### src/ssf_pkg.sv
/*
 * Shared constants and types for the serial status-flag block.
 * Assumes a 32-bit APB master and a shift engine in the same clock domain.
 */
package ssf_pkg;
	// Bus widths
	localparam int unsigned ADDR_W = 8;
	localparam int unsigned DATA_W = 32;
	localparam int unsigned BYTE_W = 8;

	// Register indices; byte address is four times the index
	localparam logic [ADDR_W-1:0] IDX_SERIAL_STATUS = 8'h03;
	localparam logic [ADDR_W-1:0] IDX_MATCH_VALUE = 8'h04;
	localparam logic [ADDR_W-1:0] IDX_RX_DATA = 8'h05;
	localparam logic [ADDR_W-1:0] IDX_INT_STATUS = 8'h08;
	localparam logic [ADDR_W-1:0] IDX_INT_MASK = 8'h09;
	localparam int unsigned IDX_SHIFT = 2;

	// Status byte field positions
	localparam int unsigned BIT_FULL = 7;
	localparam int unsigned BIT_MATCH = 6;
	localparam logic [3:0] STATUS_LOW_ZERO = 4'h0;

	// Interrupt event bit positions
	localparam int unsigned EV_FULL = 0;
	localparam int unsigned EV_MATCH = 1;
	localparam int unsigned EV_W = 2;

	// Reset values
	localparam logic [BYTE_W-1:0] MATCH_RESET = 8'h00;
	localparam logic [BYTE_W-1:0] RXBUF_RESET = 8'h00;
	localparam logic [EV_W-1:0] EV_RESET = 2'h0;
	localparam logic [DATA_W-1:0] RDATA_RESET = 32'h0000_0000;

	// Sticky flags, carried together
	typedef struct packed {
		logic full;
		logic match;
	} ssf_flags_s;

	localparam ssf_flags_s FLAGS_RESET = '{full: 1'b0, match: 1'b0};

	// Bus handshake states
	typedef enum logic [0:0] {
		BUS_IDLE = 1'b0,
		BUS_ANSWER = 1'b1
	} ssf_bus_e;
endpackage

### src/ssf_status.sv
/*
 * Status-flag part of a serial peripheral: receive-full and match flags,
 * receive buffer, match value, interrupt status and mask, APB slave.
 * Assumes the shift engine gives a one-cycle transfer-done strobe with the
 * received byte, both synchronous to pclk.
 */
`timescale 1ns/100ps

// How it works
// Status writes change nothing but match clear
// Status bits three to zero read zero
// Transfer completion sets receive-full bit seven
// Full clears after status read, data read
// Match bit six sets when a newly received byte equals match
// Match clears after read, then write one
// Match reads zero when buffer differs
// Reset clears both flags
module ssf_status
	import ssf_pkg::*;
(
	// Clock, reset, enable
	input wire logic pclk,
	input wire logic presetn,
	input wire logic clk_en,
	// APB slave
	input wire logic psel,
	input wire logic penable,
	input wire logic pwrite,
	input wire logic [ADDR_W-1:0] paddr,
	input wire logic [DATA_W-1:0] pwdata,
	input wire logic [3:0] pstrb,
	output logic [DATA_W-1:0] prdata,
	output logic pready,
	output logic pslverr,
	// Shift engine side
	input wire logic xfer_done,
	input wire logic [BYTE_W-1:0] rx_data,
	// Interrupt and flags
	output logic irq,
	output ssf_flags_s flags
);

	// Register address decode, used for every register
	function automatic logic reg_hit(input logic [ADDR_W-1:0] a,
		input logic [ADDR_W-1:0] idx);
		reg_hit = (a == (idx << IDX_SHIFT));
	endfunction

	ssf_bus_e bus_q; // Handshake state
	logic pready_q; // Answer strobe
	logic pslverr_q; // Unmapped access
	logic [DATA_W-1:0] prdata_q; // Read data held through answer
	ssf_flags_s flags_q; // The two status flags
	logic arm_full_q; // Status read seen with full set
	logic arm_match_q; // Status read seen with match set
	logic [BYTE_W-1:0] rxbuf_q; // Received byte
	logic [BYTE_W-1:0] match_val_q; // Software match value
	logic [EV_W-1:0] ev_q; // Sticky interrupt events
	logic [EV_W-1:0] mask_q; // Interrupt mask
	logic irq_q; // Registered interrupt
	logic match_set_q; // Full just set, compare pending

	logic done; // Access completes this edge
	logic rd_status, rd_data, wr_status; // Completed accesses
	logic wr_match, wr_evst, wr_mask; // Completed writes
	logic mapped; // Address decodes to a register
	logic equal; // Buffer equals match value
	logic [DATA_W-1:0] rdata_d; // Read mux
	logic [EV_W-1:0] ev_set; // Event pulses this cycle

	// Completion happens only with the enable high
	assign done = clk_en && psel && penable && pready_q;
	assign rd_status = done && !pwrite && reg_hit(paddr, IDX_SERIAL_STATUS);
	assign rd_data = done && !pwrite && reg_hit(paddr, IDX_RX_DATA);
	assign wr_status = done && pwrite && reg_hit(paddr, IDX_SERIAL_STATUS);
	assign wr_match = done && pwrite && pstrb[0]
		&& reg_hit(paddr, IDX_MATCH_VALUE);
	assign wr_evst = done && pwrite && pstrb[0]
		&& reg_hit(paddr, IDX_INT_STATUS);
	assign wr_mask = done && pwrite && pstrb[0]
		&& reg_hit(paddr, IDX_INT_MASK);
	assign mapped = reg_hit(paddr, IDX_SERIAL_STATUS)
		|| reg_hit(paddr, IDX_MATCH_VALUE) || reg_hit(paddr, IDX_RX_DATA)
		|| reg_hit(paddr, IDX_INT_STATUS) || reg_hit(paddr, IDX_INT_MASK);
	assign equal = (rxbuf_q == match_val_q);

	// Read mux; status byte built from flags
	always_comb begin
		rdata_d = RDATA_RESET;
		if (reg_hit(paddr, IDX_SERIAL_STATUS)) begin
			rdata_d[BIT_FULL] = flags_q.full;
			rdata_d[BIT_MATCH] = flags_q.match && equal;
			rdata_d[3:0] = STATUS_LOW_ZERO;
		end else if (reg_hit(paddr, IDX_MATCH_VALUE)) begin
			rdata_d[BYTE_W-1:0] = match_val_q;
		end else if (reg_hit(paddr, IDX_RX_DATA)) begin
			rdata_d[BYTE_W-1:0] = rxbuf_q;
		end else if (reg_hit(paddr, IDX_INT_STATUS)) begin
			rdata_d[EV_W-1:0] = ev_q;
		end else if (reg_hit(paddr, IDX_INT_MASK)) begin
			rdata_d[EV_W-1:0] = mask_q;
		end
	end

	// APB handshake: one wait state, so data is taken from a flop
	always_ff @(posedge pclk or negedge presetn) begin
		if (!presetn) begin
			bus_q <= BUS_IDLE;
			pready_q <= 1'b0;
			pslverr_q <= 1'b0;
			prdata_q <= RDATA_RESET;
		end else if (clk_en) begin
			case (bus_q)
				BUS_IDLE: begin
					// Access phase seen: prepare the answer
					if (psel && penable) begin
						bus_q <= BUS_ANSWER;
						pready_q <= 1'b1;
						pslverr_q <= !mapped;
						prdata_q <= pwrite ? RDATA_RESET : rdata_d;
					end
				end
				BUS_ANSWER: begin
					// Answer stands exactly one cycle
					bus_q <= BUS_IDLE;
					pready_q <= 1'b0;
					pslverr_q <= 1'b0;
				end
				default: begin
					bus_q <= BUS_IDLE;
					pready_q <= 1'b0;
				end
			endcase
		end
	end

	// Receive buffer takes the byte at transfer end
	always_ff @(posedge pclk or negedge presetn) begin
		if (!presetn) begin
			rxbuf_q <= RXBUF_RESET;
		end else if (clk_en && xfer_done) begin
			rxbuf_q <= rx_data;
		end
	end

	// Match value; software writable byte
	always_ff @(posedge pclk or negedge presetn) begin
		if (!presetn) begin
			match_val_q <= MATCH_RESET;
		end else if (clk_en && wr_match) begin
			match_val_q <= pwdata[BYTE_W-1:0];
		end
	end

	// Receive-full flag and its read arming; set beats clear
	always_ff @(posedge pclk or negedge presetn) begin
		if (!presetn) begin
			flags_q.full <= 1'b0;
			arm_full_q <= 1'b0;
		end else if (clk_en) begin
			if (xfer_done) begin
				flags_q.full <= 1'b1;
				arm_full_q <= 1'b0;
			end else if (rd_data && arm_full_q) begin
				flags_q.full <= 1'b0;
				arm_full_q <= 1'b0;
			end else if (rd_status && flags_q.full) begin
				arm_full_q <= 1'b1;
			end
		end
	end

	// Compare one cycle after full sets, once the buffer holds the byte
	always_ff @(posedge pclk or negedge presetn) begin
		if (!presetn) begin
			match_set_q <= 1'b0;
		end else if (clk_en) begin
			match_set_q <= xfer_done;
		end
	end

	// Match flag; a status write touches only this bit
	always_ff @(posedge pclk or negedge presetn) begin
		if (!presetn) begin
			flags_q.match <= 1'b0;
			arm_match_q <= 1'b0;
		end else if (clk_en) begin
			if (match_set_q && equal) begin
				flags_q.match <= 1'b1;
				arm_match_q <= 1'b0;
			end else if (!equal) begin
				// Stale match never shows
				flags_q.match <= 1'b0;
				arm_match_q <= 1'b0;
			end else if (wr_status && arm_match_q && pstrb[0]
				&& pwdata[BIT_MATCH]) begin
				flags_q.match <= 1'b0;
				arm_match_q <= 1'b0;
			end else if (rd_status && flags_q.match) begin
				arm_match_q <= 1'b1;
			end
		end
	end

	assign ev_set[EV_FULL] = xfer_done;
	assign ev_set[EV_MATCH] = match_set_q && equal;

	// Sticky events, write one to clear; a new event wins
	generate
		for (genvar i = 0; i < EV_W; i++) begin : g_ev
			always_ff @(posedge pclk or negedge presetn) begin
				if (!presetn) begin
					ev_q[i] <= 1'b0;
				end else if (clk_en) begin
					if (ev_set[i]) begin
						ev_q[i] <= 1'b1;
					end else if (wr_evst && pwdata[i]) begin
						ev_q[i] <= 1'b0;
					end
				end
			end
		end
	endgenerate

	// Interrupt mask, one enables the event
	always_ff @(posedge pclk or negedge presetn) begin
		if (!presetn) begin
			mask_q <= EV_RESET;
		end else if (clk_en && wr_mask) begin
			mask_q <= pwdata[EV_W-1:0];
		end
	end

	// Level interrupt, one cycle behind the sticky bits
	always_ff @(posedge pclk or negedge presetn) begin
		if (!presetn) begin
			irq_q <= 1'b0;
		end else if (clk_en) begin
			irq_q <= |(ev_q & mask_q);
		end
	end

	assign prdata = prdata_q;
	assign pready = pready_q;
	assign pslverr = pslverr_q;
	assign irq = irq_q;
	assign flags = flags_q;
endmodule

### config.mk
export PLATFORM = sky130hd
export DESIGN_NAME = ssf_status
export DESIGN_NICKNAME = d
export VERILOG_FILES = /design/src/ssf_pkg.sv /design/src/ssf_status.sv
export SDC_FILE = /design/constraint.sdc
export NUM_CORES = 1
export LEC_CHECK = 0
export BUFFER_PORTS_ARGS = -buffer_cell sky130_fd_sc_hd__clkbuf_2
export CORE_MARGIN = 2
export CORE_UTILIZATION = 46
export DETAILED_ROUTE_END_ITERATION = 10
export PLACE_DENSITY = 0.8
export SETUP_SLACK_MARGIN = 0.05
export SYNTH_ARGS = -nofsm -noshare
export SYNTH_HDL_FRONTEND = slang
export SYNTH_SLANG_ARGS = --single-unit
### constraint.sdc
create_clock -name pclk -period 2.21 [get_ports pclk]
set_clock_uncertainty 0.15 [all_clocks]
set_input_delay 0.3315 -clock pclk [delete_from_list [all_inputs] [get_ports pclk]]
set_output_delay 0.3315 -clock pclk [all_outputs]
set_load 0.005 [all_outputs]
* Word level (Yosys, flattened, before mapping)
Cells that the tools add are included.
** Cells by class
- Multiplexer cells :: 31
- Bitwise logic cells :: 2
- Equality and inequality tests :: 9
- Reduce and logical (&&, ||, !) cells :: 45
** Operators by type and width (number)
- logical AND 1 bit :: 26
- 2-to-1 mux 1 bit :: 19
- equality test 8 x 5 -> 1 bit, second input constant :: 2
- equality test 8 x 6 -> 1 bit, second input constant :: 2
- 2-to-1 mux 8 bit :: 2
- AND reduction 2 bit :: 7
- 2-to-1 mux 2 bit :: 5
- equality test 8 x 4 -> 1 bit, second input constant :: 1
- equality test 8 bit :: 1
- 2-to-1 mux 6 bit :: 1
- one-hot mux 1 bit (2 select lines) :: 3
- nonzero test 2 bit :: 3
- logical OR 1 bit :: 4
- 2-to-1 mux 4 bit :: 1
- inequality test 4 x 1 -> 1 bit, second input constant :: 1
- inequality test 3 x 1 -> 1 bit, second input constant :: 1
- AND reduction 3 bit :: 1
- nonzero test 3 bit :: 1
- bitwise AND 2 bit :: 1
- zero test 1 bit :: 2
- inequality test 2 bit, second input constant :: 1
- OR reduction 2 bit :: 1
- inverter 1 bit :: 1
** Storage, ports and cells
- Logic and storage cells :: 102
- Bits in registers :: 61

* Logic depth before layout (Yosys ltp)
Gate-level depths: netlist of run 1.
- Depth in word-level cells :: 11
- Gate-level depth with buffers :: 5
- Gate-level depth less buffers :: 4

* Least setup slack after synthesis of run 1
OpenSTA, ideal clock, no wires.
- Kind :: input to register
- From :: input clk_en
- To :: register mask_q[0]
- Required time :: 1.935 ns
- Arrival time :: 1.484 ns
- Path slack :: 0.451 ns
- Library setup time :: 0.125 ns
- Buffers on the path :: 1
- Stages :: 5
- Cells stage by stage :: clkbuf_1 -> and4_1 -> and4_1 -> and3_1 -> mux2_2
** On the way
- Word-level cells in the longest chain between the ends :: 7
** Ends and longest elaborated chain
- start, declared :: line ssf_status.sv:24 : input wire logic clk_en,
- logical AND 1 bit (3 in a row) :: line ssf_status.sv:72 : assign done = clk_en && psel && penable && pready_q;
- logical AND 1 bit (2 in a row) :: line ssf_status.sv:80 : assign wr_mask = done && pwrite && pstrb[0]
- logical AND 1 bit :: line ssf_status.sv:81 : && reg_hit(paddr, IDX_INT_MASK);
- logical AND 1 bit * :: line ssf_status.sv:229 : end else if (clk_en && wr_mask) begin
- end signal, assigned :: line ssf_status.sv:230 : mask_q <= pwdata[EV_W-1:0];
- end, declared :: line ssf_status.sv:59 : logic [EV_W-1:0] mask_q;
Every way passes the cells marked *; elsewhere a longest branch is shown, timed or not.
A chain may end at the register's enable or synchronous reset.

* Worst setup path in the final report of run 1
- From :: register pready_q (netlist: pready)
- To :: register mask_q[1]
** On the way
- Word-level cells in the longest chain between the ends :: 5
** Ends and longest elaborated chain
- start, declared :: line ssf_status.sv:50 : logic pready_q;
- start signal, assigned :: line ssf_status.sv:109 : pready_q <= 1'b0;
- start signal, assigned :: line ssf_status.sv:118 : pready_q <= 1'b1;
- start signal, assigned :: line ssf_status.sv:126 : pready_q <= 1'b0;
- logical AND 1 bit :: line ssf_status.sv:72
- logical AND 1 bit (2 in a row) :: line ssf_status.sv:80
- logical AND 1 bit :: line ssf_status.sv:81
- logical AND 1 bit :: line ssf_status.sv:229
Every way passes these cells.

==> metrics.csv, run 1 <==
metric,value,unit
final.setup.worst_slack,407,ps
ys.flop_type,dfrtp_1,
grt_pass1_wl,7250,um
synth_top_family_by_area,simple AND/OR/NAND/NOR gates,
die_h,69.7,um
grt_setup_unrepaired,no,
peakVddDrop,437,uV
synth_edf_count,0,
critPathLaunchType,register,
muxShareOfSynthArea,0.132,
n_fill_cell,379,
crit_required,2230,ps
tightest_slew,652,ps
pre_cts_slack,268,ps
cts_buffers,5,
final_hold_viol_count,0,
gp_congestion,0.875,
r2r_end,mask_q[1],
min_path_type,primary input to register,
drv_cap,0,
rrSetupSlack,410,ps
synth-compound-area-share,0.120,
cts_tree,yes,
vias,1551,
grt_usage,0.187,
power,0.00142,W
whs_path_depth,2,
async_flop_share,1.00,
htreeDepth,2,
post_cts_buffers,0,
fmax,555,MHz
synth_area,0.00199,sq mm
p_per_area,615,mW/mm^2
vias_per_cell,5.42,
ys_seq_area_frac,0.466,
overflow,0,
grt_max_degree,22,
syn_avg_cell_area,10.9,sq um
drc_errors,0,
synth_cells,182,
core-area,0.00409,sq mm
drv_slew,0,
synth_fa_ha_area_frac,0,
n_antenna_cell,0,
synthSimpleGateAreaFrac,0.137,
synth_cell_types,43,
syn_to_final_growth,16.2,%
root_buffer,clkbuf_8,
drive_above_1_share,0.339,
worstSetupEndpointType,register,
post_cts_resized,0,
finalNonFillerCells,286,
min_to,rxbuf_q[7],
dieWidth,69.7,um
ys_ff_latch,37,
hp-start,rx_data[7],
path_clk_slew,70,ps
grt_pass1_vias,1565,
antenna_found_initial,0,
avgRoutedWirePerCell,15.1,um
critPathKind,register to register,
worstPathMaxFanout,4,
io_buffers,44,
layout_min_cycle_time,1800,ps
dpl.hpwl,3310,um
drtIter0Drc,111,
clkLatencyLatePin,290,ps
clock_path_buffers,2,
finalCritPeriodShare,0.816,
ys_warn_count,0,
wl,4310,um
synthXorXnorAreaFrac,0.0396,
status,"finished, final reports clean",
placed_cells,278,
start_util,0.487,
slew_headroom,0.559,
crit_arrival,1820,ps
dieArea,0.00486,sq mm
detail-route-antenna-nets,0,
leakage,1.16,nW
finalSetupViolations,0,
row_count,23,
cts_sinks,37,
nets,295,
timing.setup.tns,0,ps
io_pins,96,
ff2ff_path_depth,4,
reg2reg_from,pready,
drtPass1Iterations,4,
## critical path: stages (launching register included)
cell     delay (ps)
dfrtp_1         390
and4_1          240
and4_1          330
and3_1          230
mux2_2          340
## layout by cell type, fill, tap and decap left out, drive strengths merged, types with 2 or more instances in the layout
cell     n
a21oi    5
a22o     2
a22oi    2
a31oi    2
a32o     2
a32oi    2
and4     2
buf      7
clkbuf  51
conb    24
dfrtp   37
inv      3
mux2    18
mux2i    6
nand2   13
nand3    3
nand4    3
nor2     5
nor2b    3
nor4     3
nor4b    3
o21ai   11
o31ai    3
or3      3
xor2     9
## cell type report
cell class                      instances  area, sq um  share of cell area
Timing Repair Buffer                   52          283               0.122
Sequential cell                        37          926               0.401
Tap cell                               50         62.6              0.0271
Inverter                                3         11.3             0.00488
Multi-Input combinational cell        137          941               0.407
Clock buffer                            7         86.3              0.0374
## logic make-up (layout without fill, tap and decap cells)
family / Yosys count / after routing
buf+inv: 31 / 62
other cells: 1 / 24
flops: 37 / 37
compound gates: 35 / 35
xor+xnor: 9 / 9
simple gates: 45 / 45
mux: 24 / 24
## state kept, by name, indices dropped and copies added, names as in the netlist, 2 cells and up
signal,count
match_val_q,8
prdata,8
rxbuf_q,8
mask_q,2
flags,2
ev_q,2
## through the flow
step / hold WS, ps / cell area (sq um) / utilization
final: 120 / 2310 / 0.565
after global routing: 112 / 2310 / 0.565
after global placement: 182 / 2210 / 0.542
after detailed placement: 192 / 2210 / 0.542
after CTS: 116 / 2310 / 0.565
after floorplan: -114 / 2070 / -
## where the power goes
group / switching (W) / internal [W]
clock network: 0.000231 / 0.000247
logic: 0.000100 / 0.0000895
registers: 0.0000359 / 0.000717
total: 0.000367 / 0.00105
## cells in the mapped netlist (3+ instances only)
| master | count | area [sq um] |
|---|---|---|
| nand4_1 | 3 | 18.8 |
| nand3_1 | 3 | 15.0 |
| nor4_1 | 3 | 18.8 |
| nor2b_1 | 3 | 18.8 |
| o21ai_0 | 7 | 35.0 |
| nor2_1 | 5 | 18.8 |
| clkbuf_1 | 3 | 11.3 |
| o21ai_1 | 4 | 20.0 |
| o31ai_1 | 3 | 22.5 |
| a21oi_1 | 5 | 25.0 |
| nand2_1 | 12 | 45.0 |
| inv_1 | 3 | 11.3 |
| dfrtp_1 | 37 | 926 |
| mux2i_1 | 6 | 60.1 |
| mux2_2 | 18 | 203 |
| xor2_1 | 9 | 78.8 |
| buf_4 | 24 | 180 |
## worst max path at each step
| stage | start | to | slack [ps] | cells past startpoint |
|---|---|---|---|---|
| global route | pready | mask_q[0] | 370 | 4 |
| floorplan | clk_en | mask_q[0] | 450 | 5 |
| CTS | pready | mask_q[1] | 430 | 4 |
| detailed placement | paddr[7] | prdata[6] | 270 | 5 |
| global placement | paddr[7] | prdata[6] | 280 | 5 |
| finish | pready | mask_q[1] | 410 | 4 |
## layer usage
metal  up-vias  global-route usage  wire [um]
li1        719                   -          -
met1       756               0.236       1770
met2        66               0.312       2150
met3        10              0.0523        313
met4         0              0.0620         72
met5         -                   0          0
## timing repair
| item | 4_1_cts | 5_1_grt |
|---|---|---|
| hold endpoints to repair | 19 | 0 |
| hold buffers | 1 | 0 |
| setup endpoints to repair | 0 | 0 |
(Power assumes the default switching activity.)
==> inputs of run 2 (changes only) <==
==> constraint.sdc (replaced) <==
create_clock -name pclk -period 1.7 [get_ports pclk]
set_clock_uncertainty 0.15 [all_clocks]
set_input_delay 0.255 -clock pclk [delete_from_list [all_inputs] [get_ports pclk]]
set_output_delay 0.255 -clock pclk [all_outputs]
set_load 0.005 [all_outputs]
==> metrics.csv, run 2 (synthesis results as in run 1) <==
metric,value,unit
wl,4630,um
finalCritPeriodShare,0.955,
seq_area,926,sq um
overflow,0,
dieWidth,69.7,um
critPathLaunchType,register,
start_util,0.487,
drv_slew,0,
final_cell_mix,"clkbuf_2 (44), dfrtp_1 (37), conb_1 (24), buf_4 (23), mux2_2 (18)",
crit_buf_inv,0,
clock_path_buffers,2,
reg2reg_from,pready,
multi_input_area,972,sq um
fmax,616,MHz
layout_min_cycle_time,1620,ps
path_common_cell,and4_4,
core-area,0.00409,sq mm
drive_above_1_share,0.409,
post-route-cell-area,0.00246,sq mm
grt_setup_unrepaired,yes,
mostFrequentLayoutCell,clkbuf_2,
crit_required,1730,ps
rrSetupSlack,80,ps
worstSetupEndpointType,register,
status,"finished, final reports clean",
peakVddDrop,569,uV
io_buffers,44,
cts_sinks,37,
worstPathMaxFanout,3,
power,0.00190,W
final_hold_viol_count,0,
ff2ff_path_depth,4,
dieArea,0.00486,sq mm
gp_congestion,0.864,
path_delay_family,simple AND/OR/NAND/NOR gates,
htreeDepth,2,
drtPass1Iterations,4,
grt_usage,0.197,
root_buffer,clkbuf_8,
p_per_area,770,mW/mm^2
io_pins,96,
antenna_found_initial,0,
avgRoutedWirePerCell,15.3,um
crit_slowest_cell,dfrtp_1,
drv_cap,0,
nets,311,
min_path_type,primary input to register,
row_count,23,
cts_buffers,5,
grt_pass1_wl,7440,um
n_fill_cell,362,
leakage,1.26,nW
whs_path_depth,2,
drtIter0Drc,90,
cp_cell_sequence,and4_4 > and4_4 > and3_4 > mux2_2,
placed_area,0.00233,sq mm
timing.hold.ws,37.9,ps
critPathKind,register to register,
r2r_end,mask_q[1],
clkLatencyLatePin,290,ps
grt_max_degree,38,
crit_arrival,1660,ps
detail-route-antenna-nets,0,
cpPeakStageDelay,360,ps
vias_per_cell,5.32,
finalSetupViolations,0,
dpl.hpwl,3490,um
n_antenna_cell,0,
cts_tree,yes,
hp-start,rx_data[1],
drc_errors,0,
grt_pass1_vias,1604,
vias,1606,
path_clk_slew,70,ps
timing.setup.tns,0,ps
syn_to_final_growth,24.0,%
min_to,rxbuf_q[1],
die_h,69.7,um
-- run 2: report_power, final --
group | internal [W] | switching, W
logic | 0.000143 | 0.000145
registers | 0.000931 | 0.0000456
clock network | 0.000320 | 0.000312
total | 0.00139 | 0.000503
-- run 2: routing by layer --
metal | GRT usage | up-vias | part of all wire
li1 | - | 757 | -
met1 | 0.240 | 777 | 0.40
met3 | 0.0567 | 8 | 0.065
met5 | 0 | - | 0
met2 | 0.328 | 64 | 0.51
met4 | 0.0812 | 0 | 0.019
-- run 2: worst max path at each step --
| stage | start | to | cells after the start |
|---|---|---|---|
| after floorplan | pwrite | prdata[6] | 4 |
| after global placement | pwrite | prdata[6] | 5 |
| after detailed placement | pwrite | prdata[6] | 5 |
| after CTS | pready | mask_q[0] | 4 |
| after global routing | match_val_q[4] | prdata[6] | 4 |
| final | pready | mask_q[1] | 4 |
-- run 2: metrics by stage --
step	util	instances	worst slack, ps
after floorplan	-	205	58.5
after global placement	0.570	293	-99.8
after detailed placement	0.570	293	-124
after CTS	0.598	301	67.8
after global routing	0.603	302	42.2
final	0.603	302	75.9
-- run 2: cell type report --
class / instances / share of cell area
Multi-Input combinational cell: 137 / 0.394
Sequential cell: 37 / 0.376
Timing Repair Buffer: 68 / 0.163
Clock buffer: 6 / 0.0335
Tap cell: 50 / 0.0254
Inverter: 3 / 0.00457
Clock inverter: 1 / 0.00305
-- run 2: what timing repair did --
| action | 4_1_cts | 5_1_grt |
|---|---|---|
| hold buffers | 1 | 0 |
| resized for setup | 5 | 2 |
| pin swaps | 1 | 1 |
| hold endpoints to repair | 37 | 0 |
| setup buffers | 0 | 1 |
| endpoints found under the setup margin | 10 | 5 |
